===== src/rtl/hps_pkg.sv =====
// Package: register map, field layout and types of the port power status word
package hps_pkg;

	// Register byte offsets on the Wishbone slave
	localparam logic [7:0] HPS_STATUS_OFS  = 8'h00;
	localparam logic [7:0] HPS_INT_MASK_OFS = 8'h04;
	localparam logic [7:0] HPS_INT_STAT_OFS = 8'h08;
	localparam logic [7:0] HPS_CTRL_OFS    = 8'h0C;

	// Field positions in the status word
	localparam int HPS_CHG_SUPPLY_BIT = 1;
	localparam int HPS_CHG_MODE_BIT   = 2;
	localparam int HPS_CHG_CABLE_BIT  = 7;
	localparam int HPS_CHG_SWAP_BIT   = 12;
	localparam int HPS_CHG_VENDOR_MSG_BIT = 13;
	localparam int HPS_CHG_RSVD_BIT   = 14;
	localparam int HPS_CHG_ERR_BIT    = 15;
	localparam int HPS_SUPPLY_BIT     = 16;
	localparam int HPS_MODE_LSB       = 17;
	localparam int HPS_CABLE_BIT      = 20;
	localparam int HPS_ROLE_BIT       = 22;

	// Mask of change bits this block owns
	localparam logic [15:0] HPS_CHG_MASK = 16'hB086;

	// Reset values
	localparam logic [15:0] HPS_CHG_RST  = 16'h0000;
	localparam logic [15:0] HPS_MASK_RST = 16'h0000;

	// Port operation modes
	typedef enum logic [2:0] {
		HPS_MODE_NONE   = 3'b000,
		HPS_MODE_LEGACY = 3'b001,
		HPS_MODE_CHARGING = 3'b010,
		HPS_MODE_PD     = 3'b011,
		HPS_MODE_TYPEC  = 3'b100
	} hps_mode_t;

	// Live port state delivered by the port policy logic
	typedef struct packed {
		logic      ext_powered;
		hps_mode_t mode;
		logic      cable;
		logic      provider;
	} hps_port_t;

	// Port events, one-cycle pulses
	typedef struct packed {
		logic swap_done;
		logic vendor_msg_rx;
		logic error;
	} hps_evt_t;

endpackage : hps_pkg


===== src/rtl/hps_change_flag.sv =====
// Module: one sticky change flag, set wins over write-one-to-clear
`timescale 1ns/100ps
`default_nettype none
module hps_change_flag (
	input  wire logic clk_i,
	input  wire logic rst_i,
	input  wire logic set_i,
	input  wire logic clr_i,
	output logic      flag_o
);
	always_ff @(posedge clk_i) begin
		if (rst_i) begin
			flag_o <= 1'b0;
		end else if (set_i) begin
			flag_o <= 1'b1;
		end else if (clr_i) begin
			flag_o <= 1'b0;
		end
	end
endmodule // hps_change_flag
`default_nettype wire


===== src/rtl/hps_mode_filter.sv =====
// Module: keeps the reported operation mode to legal codes only
`timescale 1ns/100ps
`default_nettype none
module hps_mode_filter
	import hps_pkg::*;
(
	input  wire logic [2:0] raw_i,
	input  wire hps_mode_t  held_i,
	output hps_mode_t       mode_o
);
	// Reserved codes 5..7 are never reported; the last legal mode stays
	always_comb begin
		if (raw_i <= 3'h4) begin
			mode_o = hps_mode_t'(raw_i);
		end else begin
			mode_o = held_i;
		end
	end
endmodule // hps_mode_filter
`default_nettype wire


===== src/rtl/hps_status_word.sv =====
// Module: port power status word with Wishbone slave and interrupt
`timescale 1ns/100ps
`default_nettype none
module hps_status_word
	import hps_pkg::*;
(
	input  wire logic        clk_i,
	input  wire logic        rst_i,
	input  wire logic        cyc_i,
	input  wire logic        stb_i,
	input  wire logic        we_i,
	input  wire logic [7:0]  adr_i,
	input  wire logic [3:0]  sel_i,
	input  wire logic [31:0] dat_i,
	output logic      [31:0] dat_o,
	output logic             ack_o,
	input  wire logic        ext_powered_i,
	input  wire logic [2:0]  mode_i,
	input  wire logic        cable_i,
	input  wire logic        provider_i,
	input  wire hps_evt_t    evt_i,
	output logic             irq_o
);
	hps_port_t   port_reg;
	hps_port_t   port_next;
	hps_mode_t   mode_ok;
	logic [15:0] chg_set;
	logic [15:0] chg_clr;
	logic [15:0] chg_flags;
	logic [15:0] mask_reg;
	logic [31:0] status_word;
	logic        req;
	logic        wr;

	assign req = cyc_i && stb_i && !ack_o;
	// Writes land on the edge at which the master samples ack high
	assign wr  = cyc_i && stb_i && we_i && ack_o;

	hps_mode_filter i_hps_mode_filter (
		.raw_i  (mode_i),
		.held_i (port_reg.mode),
		.mode_o (mode_ok)
	);

	// Live port state, sampled into the word
	always_comb begin
		port_next.ext_powered = ext_powered_i;
		port_next.mode        = mode_ok;
		port_next.cable       = cable_i;
		port_next.provider    = provider_i;
	end

	always_ff @(posedge clk_i) begin
		if (rst_i) begin
			port_reg <= '0;
		end else begin
			port_reg <= port_next;
		end
	end

	// Change events
	always_comb begin
		chg_set = 16'h0000;
		chg_set[HPS_CHG_SUPPLY_BIT] =
			port_next.ext_powered != port_reg.ext_powered;
		chg_set[HPS_CHG_MODE_BIT] =
			port_next.mode != port_reg.mode;
		chg_set[HPS_CHG_CABLE_BIT] =
			port_next.cable != port_reg.cable;
		chg_set[HPS_CHG_SWAP_BIT] = evt_i.swap_done;
		chg_set[HPS_CHG_VENDOR_MSG_BIT] = evt_i.vendor_msg_rx;
		chg_set[HPS_CHG_ERR_BIT]  = evt_i.error;
	end

	// Write one to clear on the low status half
	always_comb begin
		chg_clr = 16'h0000;
		if (wr && adr_i == HPS_STATUS_OFS) begin
			if (sel_i[0]) begin
				chg_clr[7:0] = dat_i[7:0];
			end
			if (sel_i[1]) begin
				chg_clr[15:8] = dat_i[15:8];
			end
		end
	end

	genvar gi;
	generate
		for (gi = 0; gi < 16; gi++) begin : g_chg
			if (HPS_CHG_MASK[gi]) begin : g_on
				hps_change_flag i_hps_change_flag (
					.clk_i  (clk_i),
					.rst_i  (rst_i),
					.set_i  (chg_set[gi]),
					.clr_i  (chg_clr[gi]),
					.flag_o (chg_flags[gi])
				);
			end else begin : g_off
				assign chg_flags[gi] = 1'b0;
			end
		end
	endgenerate

	always_comb begin
		status_word = 32'h0000_0000;
		status_word[15:0] = chg_flags;
		status_word[HPS_SUPPLY_BIT] = port_reg.ext_powered;
		status_word[HPS_MODE_LSB +: 3] = port_reg.mode;
		status_word[HPS_CABLE_BIT] = port_reg.cable;
		status_word[HPS_ROLE_BIT] = port_reg.provider;
	end

	always_ff @(posedge clk_i) begin
		if (rst_i) begin
			mask_reg <= HPS_MASK_RST;
		end else if (wr && adr_i == HPS_INT_MASK_OFS) begin
			if (sel_i[0]) begin
				mask_reg[7:0] <= dat_i[7:0] & HPS_CHG_MASK[7:0];
			end
			if (sel_i[1]) begin
				mask_reg[15:8] <= dat_i[15:8] & HPS_CHG_MASK[15:8];
			end
		end
	end

	// Single-cycle acknowledge, unmapped reads return zero
	always_ff @(posedge clk_i) begin
		if (rst_i) begin
			ack_o <= 1'b0;
			dat_o <= 32'h0000_0000;
		end else begin
			ack_o <= req;
			if (req && !we_i) begin
				unique case (adr_i)
					HPS_STATUS_OFS:   dat_o <= status_word;
					HPS_INT_MASK_OFS: dat_o <= {16'h0000, mask_reg};
					HPS_INT_STAT_OFS: dat_o <= {16'h0000, chg_flags & mask_reg};
					default:          dat_o <= 32'h0000_0000;
				endcase
			end
		end
	end

	always_ff @(posedge clk_i) begin
		if (rst_i) begin
			irq_o <= 1'b0;
		end else begin
			irq_o <= |((chg_flags | chg_set) & mask_reg & ~chg_clr |
				chg_set & mask_reg);
		end
	end

endmodule // hps_status_word
`default_nettype wire


===== config.mk =====
export PLATFORM = sky130hd
export DESIGN_NAME = hps_status_word
export DESIGN_NICKNAME = d
export VERILOG_FILES = /design/src/rtl/hps_pkg.sv /design/src/rtl/hps_change_flag.sv /design/src/rtl/hps_mode_filter.sv /design/src/rtl/hps_status_word.sv
export SDC_FILE = /design/constraint.sdc
export NUM_CORES = 1
export LEC_CHECK = 0
export BUFFER_PORTS_ARGS = -buffer_cell sky130_fd_sc_hd__buf_2
export CAP_MARGIN = 5
export CORE_ASPECT_RATIO = 0.6
export CORE_MARGIN = 3
export CORE_UTILIZATION = 45
export CTS_BUF_LIST = sky130_fd_sc_hd__clkbuf_8
export DETAILED_ROUTE_END_ITERATION = 12
export PLACE_DENSITY = 0.8
export SLEW_MARGIN = 20
export SYNTH_ARGS = -nofsm -noshare
export SYNTH_HDL_FRONTEND = slang
export SYNTH_HIERARCHICAL = 1
export SYNTH_SLANG_ARGS = --single-unit

===== constraint.sdc =====
create_clock -name clk_i -period 2 [get_ports clk_i]
set_input_delay 0.5 -clock clk_i [delete_from_list [all_inputs] [get_ports clk_i]]
set_output_delay 0.5 -clock clk_i [all_outputs]
set_load 0.02 [all_outputs]

**After elaboration in Yosys (flattened, before gate mapping)**

Index checks and enable logic that the tools add are counted.

- Bitwise logic cells: 7
- Muxes and demuxes: 17
- Order comparisons: 1
- Eq/ne operators: 5
- Reductions and logical operators: 19

Operators with widths:

| cell | count |
|---|---|
| one-hot mux 23 bit (3 select lines) | 1 |
| bitwise AND 16 bit | 4 |
| bitwise OR 16 bit | 2 |
| two-way mux 16 bit | 1 |
| two-way mux 8 bit | 2 |
| inverter 16 bit | 1 |
| OR reduction 16 bit | 1 |
| two-way mux 1 bit | 12 |
| nonzero test 2 bit | 6 |
| equality test 8 x 3 -> 1 bit, second input constant | 1 |
| equality test 8 x 4 -> 1 bit, second input constant | 1 |
| zero test 8 bit | 1 |
| logical AND 1 bit | 7 |
| AND reduction 2 bit | 2 |
| less-or-equal comparator 3 bit, second input constant | 1 |
| two-way mux 3 bit | 1 |
| != test 3 bit | 1 |
| zero test 1 bit | 2 |
| != test 1 bit | 2 |

- Input bits: 58
- Register bits after elaboration: 52

**Logic depth before layout (Yosys ltp)**

Gate-level depths: netlist of the first run.

- Depth after elaboration: 9
- Depth in mapped cells: 6
- Gate-level depth less buffers: 6

**By module**

The synthesis of the first run kept the hierarchy.

By module, submodules not included:

| module | area an instance (um^2) | cells an instance | instances |
|---|---|---|---|
| hps_status_word | 1446.4 | 176 | 1 |
| hps_change_flag | 38.8 | 4 | 6 |
| hps_mode_filter | 38.8 | 8 | 1 |

**Least setup slack after synthesis of the first run**

Ideal clock, no wire load.

- Kind: input port to flip-flop
- From: input adr_i[1]
- To: register g_chg[2].g_on.i_hps_change_flag.flag_o
- Library setup time: 0.113 ns
- Required time: 1.887 ns
- Stages on the path: 6
- Setup slack: 0.404 ns
- Arrival: 1.482 ns
- Path through: nor4_4 -> nand2_2 -> nor2_1 -> and3_1 -> nand2b_1 -> a21oi_2

- Longest elaborated chain between the ends: 4

Ends and longest elaborated chain:

| element | line | text |
|---|---|---|
| start, declared | hps_status_word.sv:12 | `input wire logic [7:0] adr_i,` |
| zero test 8 bit | hps_status_word.sv:78 | `if (wr && adr_i == HPS_STATUS_OFS) begin` |
| logical AND 1 bit | hps_status_word.sv:78 |  |
| two-way mux 16 bit | hps_status_word.sv:78 |  |
| net chg_clr[2] | hps_status_word.sv:28 | `logic [15:0] chg_clr;` |
| nonzero test 2 bit (no line) | -- |  |
| end signal, assigned | hps_change_flag.sv:13 | `flag_o <= 1'b0;` |
| end signal, assigned | hps_change_flag.sv:15 | `flag_o <= 1'b1;` |
| end signal, assigned | hps_change_flag.sv:17 | `flag_o <= 1'b0;` |
| end, declared | hps_change_flag.sv:9 | `output logic flag_o` |

The timed path passes the listed nets, and every way through them passes these cells.
A chain may end at the register's enable or synchronous reset.

**Worst setup path after layout of the first run**

- From: input adr_i[1]
- To: register mask_reg[13]

- Longest elaborated chain between the ends: 3

Ends and longest elaborated chain:

| element | line | text |
|---|---|---|
| equality test 8 x 3 -> 1 bit | hps_status_word.sv:117 | `end else if (wr && adr_i == HPS_INT_MASK_OFS) begin` |
| logical AND 1 bit | hps_status_word.sv:117 |  |
| AND reduction 2 bit (no line) | -- |  |
| end signal, assigned | hps_status_word.sv:122 | `mask_reg[15:8] <= dat_i[15:8] & HPS_CHG_MASK[15:8];` |
| end, declared | hps_status_word.sv:30 | `logic [15:0] mask_reg;` |

No other way between the ends.

==> impl_metrics.yaml, run 1 <==
critical_path:
  cp_slowest_cell: "nor4_4"
  worstPathRequired_ns: 2.14
  crit_family: "simple AND/OR/NAND/NOR gates"
  cp-startpoint: "adr_i[1]"
  r2r_end: "dat_o[1]"
  worstReg2RegStart: "ack_o"
  ff2ff_setup_slack_ns: 0.41
  r2r_cells: 3
  crit_fanout: 6
  crit_chain: "buf_2 -> nor4_4 -> nand4_1 -> o21ai_0 -> a21oi_1"
  critPathBufInv: 1
  cpPeakStageDelay_ns: 0.41
  cp_num_cells: 5
  criticalPathCategory: "input pin to flop"
  crit_path_end_kind: "flop"
  start_kind: "input pin"
  cp.arrival_ns: 1.76
sta:
  tightestPinTransition_ns: 0.653
  maxSlewHeadroom_pct: 56.4
  rsz0062_at_grt: "no"
  slew_viol_final: 0
  fin_skew_ns: 0.00355
  finalSetupTns_ns: 0
  period_share_pct: 81.4
  setup_viol: 0
  holdWs_ns: 0.425
  hold_viol: 0
  max_clock_freq_mhz: 614
  finalCriticalPeriod_ns: 1.63
  fin_ws_ns: 0.372
finish:
  utilization_pct: 58.6
  antennaDiodeCount: 0
  num-fill-cells: 322
  drive_gt1_share_pct: 26.1
  area_growth_pct: 17.6
  largest_register: "dat_o"
  regArea_um2: 641
  design_area_um2: 2020
  nets: 310
  multi_input_area_um2: 921
  final_common_cell: "buf_2"
  mostFrequentLayoutCells: "43 x buf_2, 32 x dfxtp_1, 20 x conb_1, 19 x nand2_1"
  largest_reg_flops: 12
  layout.cells.non_filler: 298
global_routing:
  grt_util_all_layers_pct: 18.4
  grt_pass1_vias: 1309
  overflow: 0
  antenna_found_initial: 0
  grt_pass1_wl_um: 6340
  grt_max_degree: 33
floorplan:
  pin_count: 92
  core_area_um2: 3440
  die_h_um: 53.9
  die_x_um: 85.8
  die-area_um2: 4620
  initial_core_util_pct: 49.9
  rows: 16
worst_hold_path:
  worstHoldEndpoint: "port_reg[0]"
  whs_path_depth: 2
  hold_path_class: "input pin to flop"
  min_from: "provider_i"
placed_design:
  dpl.hpwl_um: 2990
  dp_cells: 290
  postPlaceCellArea_um2: 1890
  gp_congestion: 0.868
  io_buffers: 43
  post-place-ws_ns: 0.133
logic_synthesis:
  synth_cells: 208
  muxShareOfSynthArea_pct: 0
  synth_top_family_by_area: "simple AND/OR/NAND/NOR gates"
  synth_fa_ha_area_share_pct: 0
  ys_seq_area_share_pct: 37.3
  ys.flop_type: "dfxtp_1"
  async_flop_share_pct: 0
  synth_edf_count: 0
  ys_types: 37
  yosys_warnings: 6
  ys_seq_elements: 32
  syn_area_um2: 1720
  syn_avg_cell_area_um2: 8.26
  synth_compound_area_share_pct: 23.1
  yosys.area_share.simple_pct: 23.6
  synth-xor-area-share_pct: 2.55
clock_tree:
  htreeDepth: 2
  cts_buffers: 5
  clock_latency_ns: 0.28
  post_cts_resized: 0
  clk_pin_slew_ns: 0.07
  post_cts_buffers: 0
  ctsLongestPathBuffers: 2
  cts_tree: "done"
  postCtsHoldBufs: 0
  cts_sinks: 32
  cts_root_buf: "clkbuf_8"
power_and_ir_drop:
  power.total_mw: 1.52
  leakagePower_nw: 0.875
  powerDensity_nw_per_um2: 753
  ir_drop_mv: 0.393
route:
  postRouteAntennaNets: 0
  avgViaCountPerCell: 5.06
  num_vias: 1509
  drt_iter0_drc: 108
  first_pass_iters: 4
  drc: 0
  routed_wl_um: 4000
  wl_per_cell_um: 13.4
flow_run:
  drv_cap: 0
status:
  status: "completed"
-- power breakdown --
part / total, mW / internal, mW / leakage (nW) / switching, mW
combinational: 0.170 / 0.0579 / 0.550 / 0.112
clock: 0.677 / 0.439 / 0.0645 / 0.237
sequential: 0.674 / 0.655 / 0.261 / 0.0192
-- cell type report --
class	instances	share of cell area, %
multi-input cells	157	45.6
flip-flops and latches	32	31.7
repair buffers	46	11.8
clock buffers	7	4.77
well taps	45	2.79
inverters	10	1.86
clock inverters	1	1.49
-- logic make-up after synthesis --
logic type,count (synthesis)
other,1
DFF,32
and+or+nand+nor,72
buffers and inverters,38
xor gates and xnor gates,5
AOI/OAI and AO/OA,60
-- worst max path at each step --
stage	slack, ns	endpoint
2_1_floorplan	0.40	g_chg[2].g_on.i_hps_change_flag/flag_o
3_3_place_gp	0.15	irq_o
3_5_place_dp	0.13	irq_o
4_1_cts	0.42	dat_o[12]
5_1_grt	0.29	mask_reg[13]
6_report	0.37	mask_reg[13]
-- Yosys cell counts, drive strengths merged (2+ instances only) --
cell type	instances	area [µm²]
dfxtp	32	641
buf	26	183
a21oi	22	136
nand2	20	77.6
o21ai	15	75.1
nor2b	12	75.1
nor2	11	43.8
inv	10	37.5
a22oi	7	52.6
nand3	7	35.0
a211o	6	52.6
nand2b	6	37.5
and3	5	31.3
and4	4	36.3
a21boi	3	22.5
xnor2	3	26.3
clkbuf	2	7.51
nand4	2	18.8
o21a	2	15.0
xor2	2	17.5
-- metal layers --
layer | GRT usage [%] | wire [µm] | vias up
met5 | 0 | 0 | -
met4 | 5.53 | 24 | 0
met3 | 6.12 | 309 | 2
met2 | 25.9 | 1620 | 50
met1 | 26.3 | 2040 | 684
li1 | - | - | 773
(Power assumes the default switching activity.)
==> run 2: changes to the inputs <==
- CORE_UTILIZATION: 45 -> 42
- PLACE_DENSITY: 0.8 -> 0.79
- clock period: 2 -> 1.4 ns (I/O delays scaled with it)
==> impl_metrics.yaml, run 2 (synthesized netlist as in run 1, its figures left out) <==
critical_path:
  r2r_cells: 4
  cp.arrival_ns: 1.55
  cpPeakStageDelay_ns: 0.38
  crit_fanout: 5
  criticalPathCategory: "input pin to flop"
  worstPathRequired_ns: 1.57
  crit_chain: "buf_2 -> nor4_4 -> nand2_2 -> nor2_4 -> and3_1 -> nand2b_4 -> a21oi_2"
  start_kind: "input pin"
  cp_slowest_cell: "nor4_4"
  crit_path_end_kind: "flop"
finish:
  mostFrequentLayoutCells: "43 x buf_2, 31 x dfxtp_1, 20 x conb_1, 19 x nand2_1, 13 x a21oi_1"
  nets: 321
  final_common_cell: "buf_2"
  largest_register: "dat_o"
  largest_reg_flops: 12
  antennaDiodeCount: 0
  area_growth_pct: 27.8
  num-fill-cells: 378
  drive_gt1_share_pct: 34.1
global_routing:
  grt_max_degree: 33
  grtUsageMet1_pct: 24.7
  antenna_found_initial: 0
  grt_busiest_layer: "met1"
  grt_pass1_vias: 1409
  overflow: 0
  grt_pass1_wl_um: 6380
  grt_use_met3_pct: 4.77
  grt_use_met2_pct: 22.6
  grt_util_all_layers_pct: 16.6
sta:
  hold_viol: 0
  fin_ws_ns: 0.0268
  max_clock_freq_mhz: 728
  period_share_pct: 98.1
  holdWs_ns: 0.283
  slew_viol_final: 0
  setup_viol: 0
  fin_skew_ns: 0.00805
  rsz0062_at_grt: "yes"
  finalCriticalPeriod_ns: 1.37
route:
  first_pass_iters: 4
  postRouteAntennaNets: 0
  drc: 0
  drt_iter0_drc: 126
  avgViaCountPerCell: 5.02
  routed_wl_um: 4270
  wl_per_cell_um: 13.7
  num_vias: 1562
clock_tree:
  ctsLongestPathBuffers: 2
  cts_buffers: 5
  clk_pin_slew_ns: 0.07
  cts_root_buf: "clkbuf_8"
  htreeDepth: 2
  clock_latency_ns: 0.28
  cts_tree: "done"
  cts_sinks: 32
floorplan:
  pin_count: 92
  rows: 17
  die-area_um2: 4920
  core_area_um2: 3810
  die_x_um: 88.6
  die_h_um: 55.5
  initial_core_util_pct: 45.1
placed_design:
  post-place-ws_ns: -0.299
  dpl.hpwl_um: 3140
  gp_congestion: 0.868
  io_buffers: 43
status:
  status: "completed"
power_and_ir_drop:
  powerDensity_nw_per_um2: 1010
  leakagePower_nw: 0.946
  ir_drop_mv: 0.507
flow_run:
  drv_cap: 0
worst_hold_path:
  whs_path_depth: 2
  hold_path_class: "input pin to flop"
## run 2: cell types whose count changed in the layout (fill, tap and decap cells not counted), moves of 2 or more
cell / delta
a21oi_2: +2
nand2b_4: +5
and4_1: -2
a21oi_1: -2
o21ai_0: -4
nand2b_1: -5
o21ai_1: +4
buf_4: +8
## run 2: layout make-up
cell class	instances	area (µm²)	area share, %
multi-input cells	157	987	45.0
flip-flops and latches	32	642	29.2
repair buffers	57	344	15.7
clock buffers	7	96.3	4.39
well taps	47	58.8	2.68
inverters	10	37.5	1.71
clock inverters	1	30.0	1.37
## run 2: metal layers
| metal | vias up | share of wire, % |
|---|---|---|
| met1 | 706 | 49 |
| met3 | 4 | 8.2 |
| met2 | 56 | 42 |
| met4 | 0 | 0.59 |
| met5 | - | 0 |
| li1 | 796 | - |
## run 2: repair_timing
action                                  CTS  global route
endpoints found under the setup margin    3            17
hold buffers                              0             0
buffers inserted                          0             1
gates resized for setup                   3            17
pin swaps                                 0             8
## run 2: final timing paths
check                  start                                       to  slack (ns)
setup / recovery    adr_i[1]  g_chg[15].g_on.i_hps_change_flag/flag_o        0.03
hold / removal    provider_i                              port_reg[0]        0.28
setup reg to reg       ack_o                                 dat_o[2]        0.04
hold reg to reg        ack_o                                    ack_o        0.45
## run 2: through the flow
step	area (µm²)	instances	setup TNS (ns)	power, mW	utilization [%]
after floorplan	1790	227	0	1.18	-
after global placement	1990	302	-4.71	1.24	52.2
after detailed placement	1990	302	-4.96	1.25	52.2
after CTS	2120	310	0	2.21	55.6
after global routing	2200	311	-0.0677	2.31	57.7
final	2200	311	0	2.22	57.7
## run 2: where the power goes
group	leakage (nW)	internal, mW	switching, mW
combinational	0.620	0.115	0.171
sequential	0.262	0.936	0.0324
clock	0.0645	0.628	0.339
total	0.946	1.68	0.543
## run 2: critical path: cells and delay by family
kind            cells  cell delay, ns
compound gates      1            0.05
simple gates        5            1.02
buf+inv             1            0.12
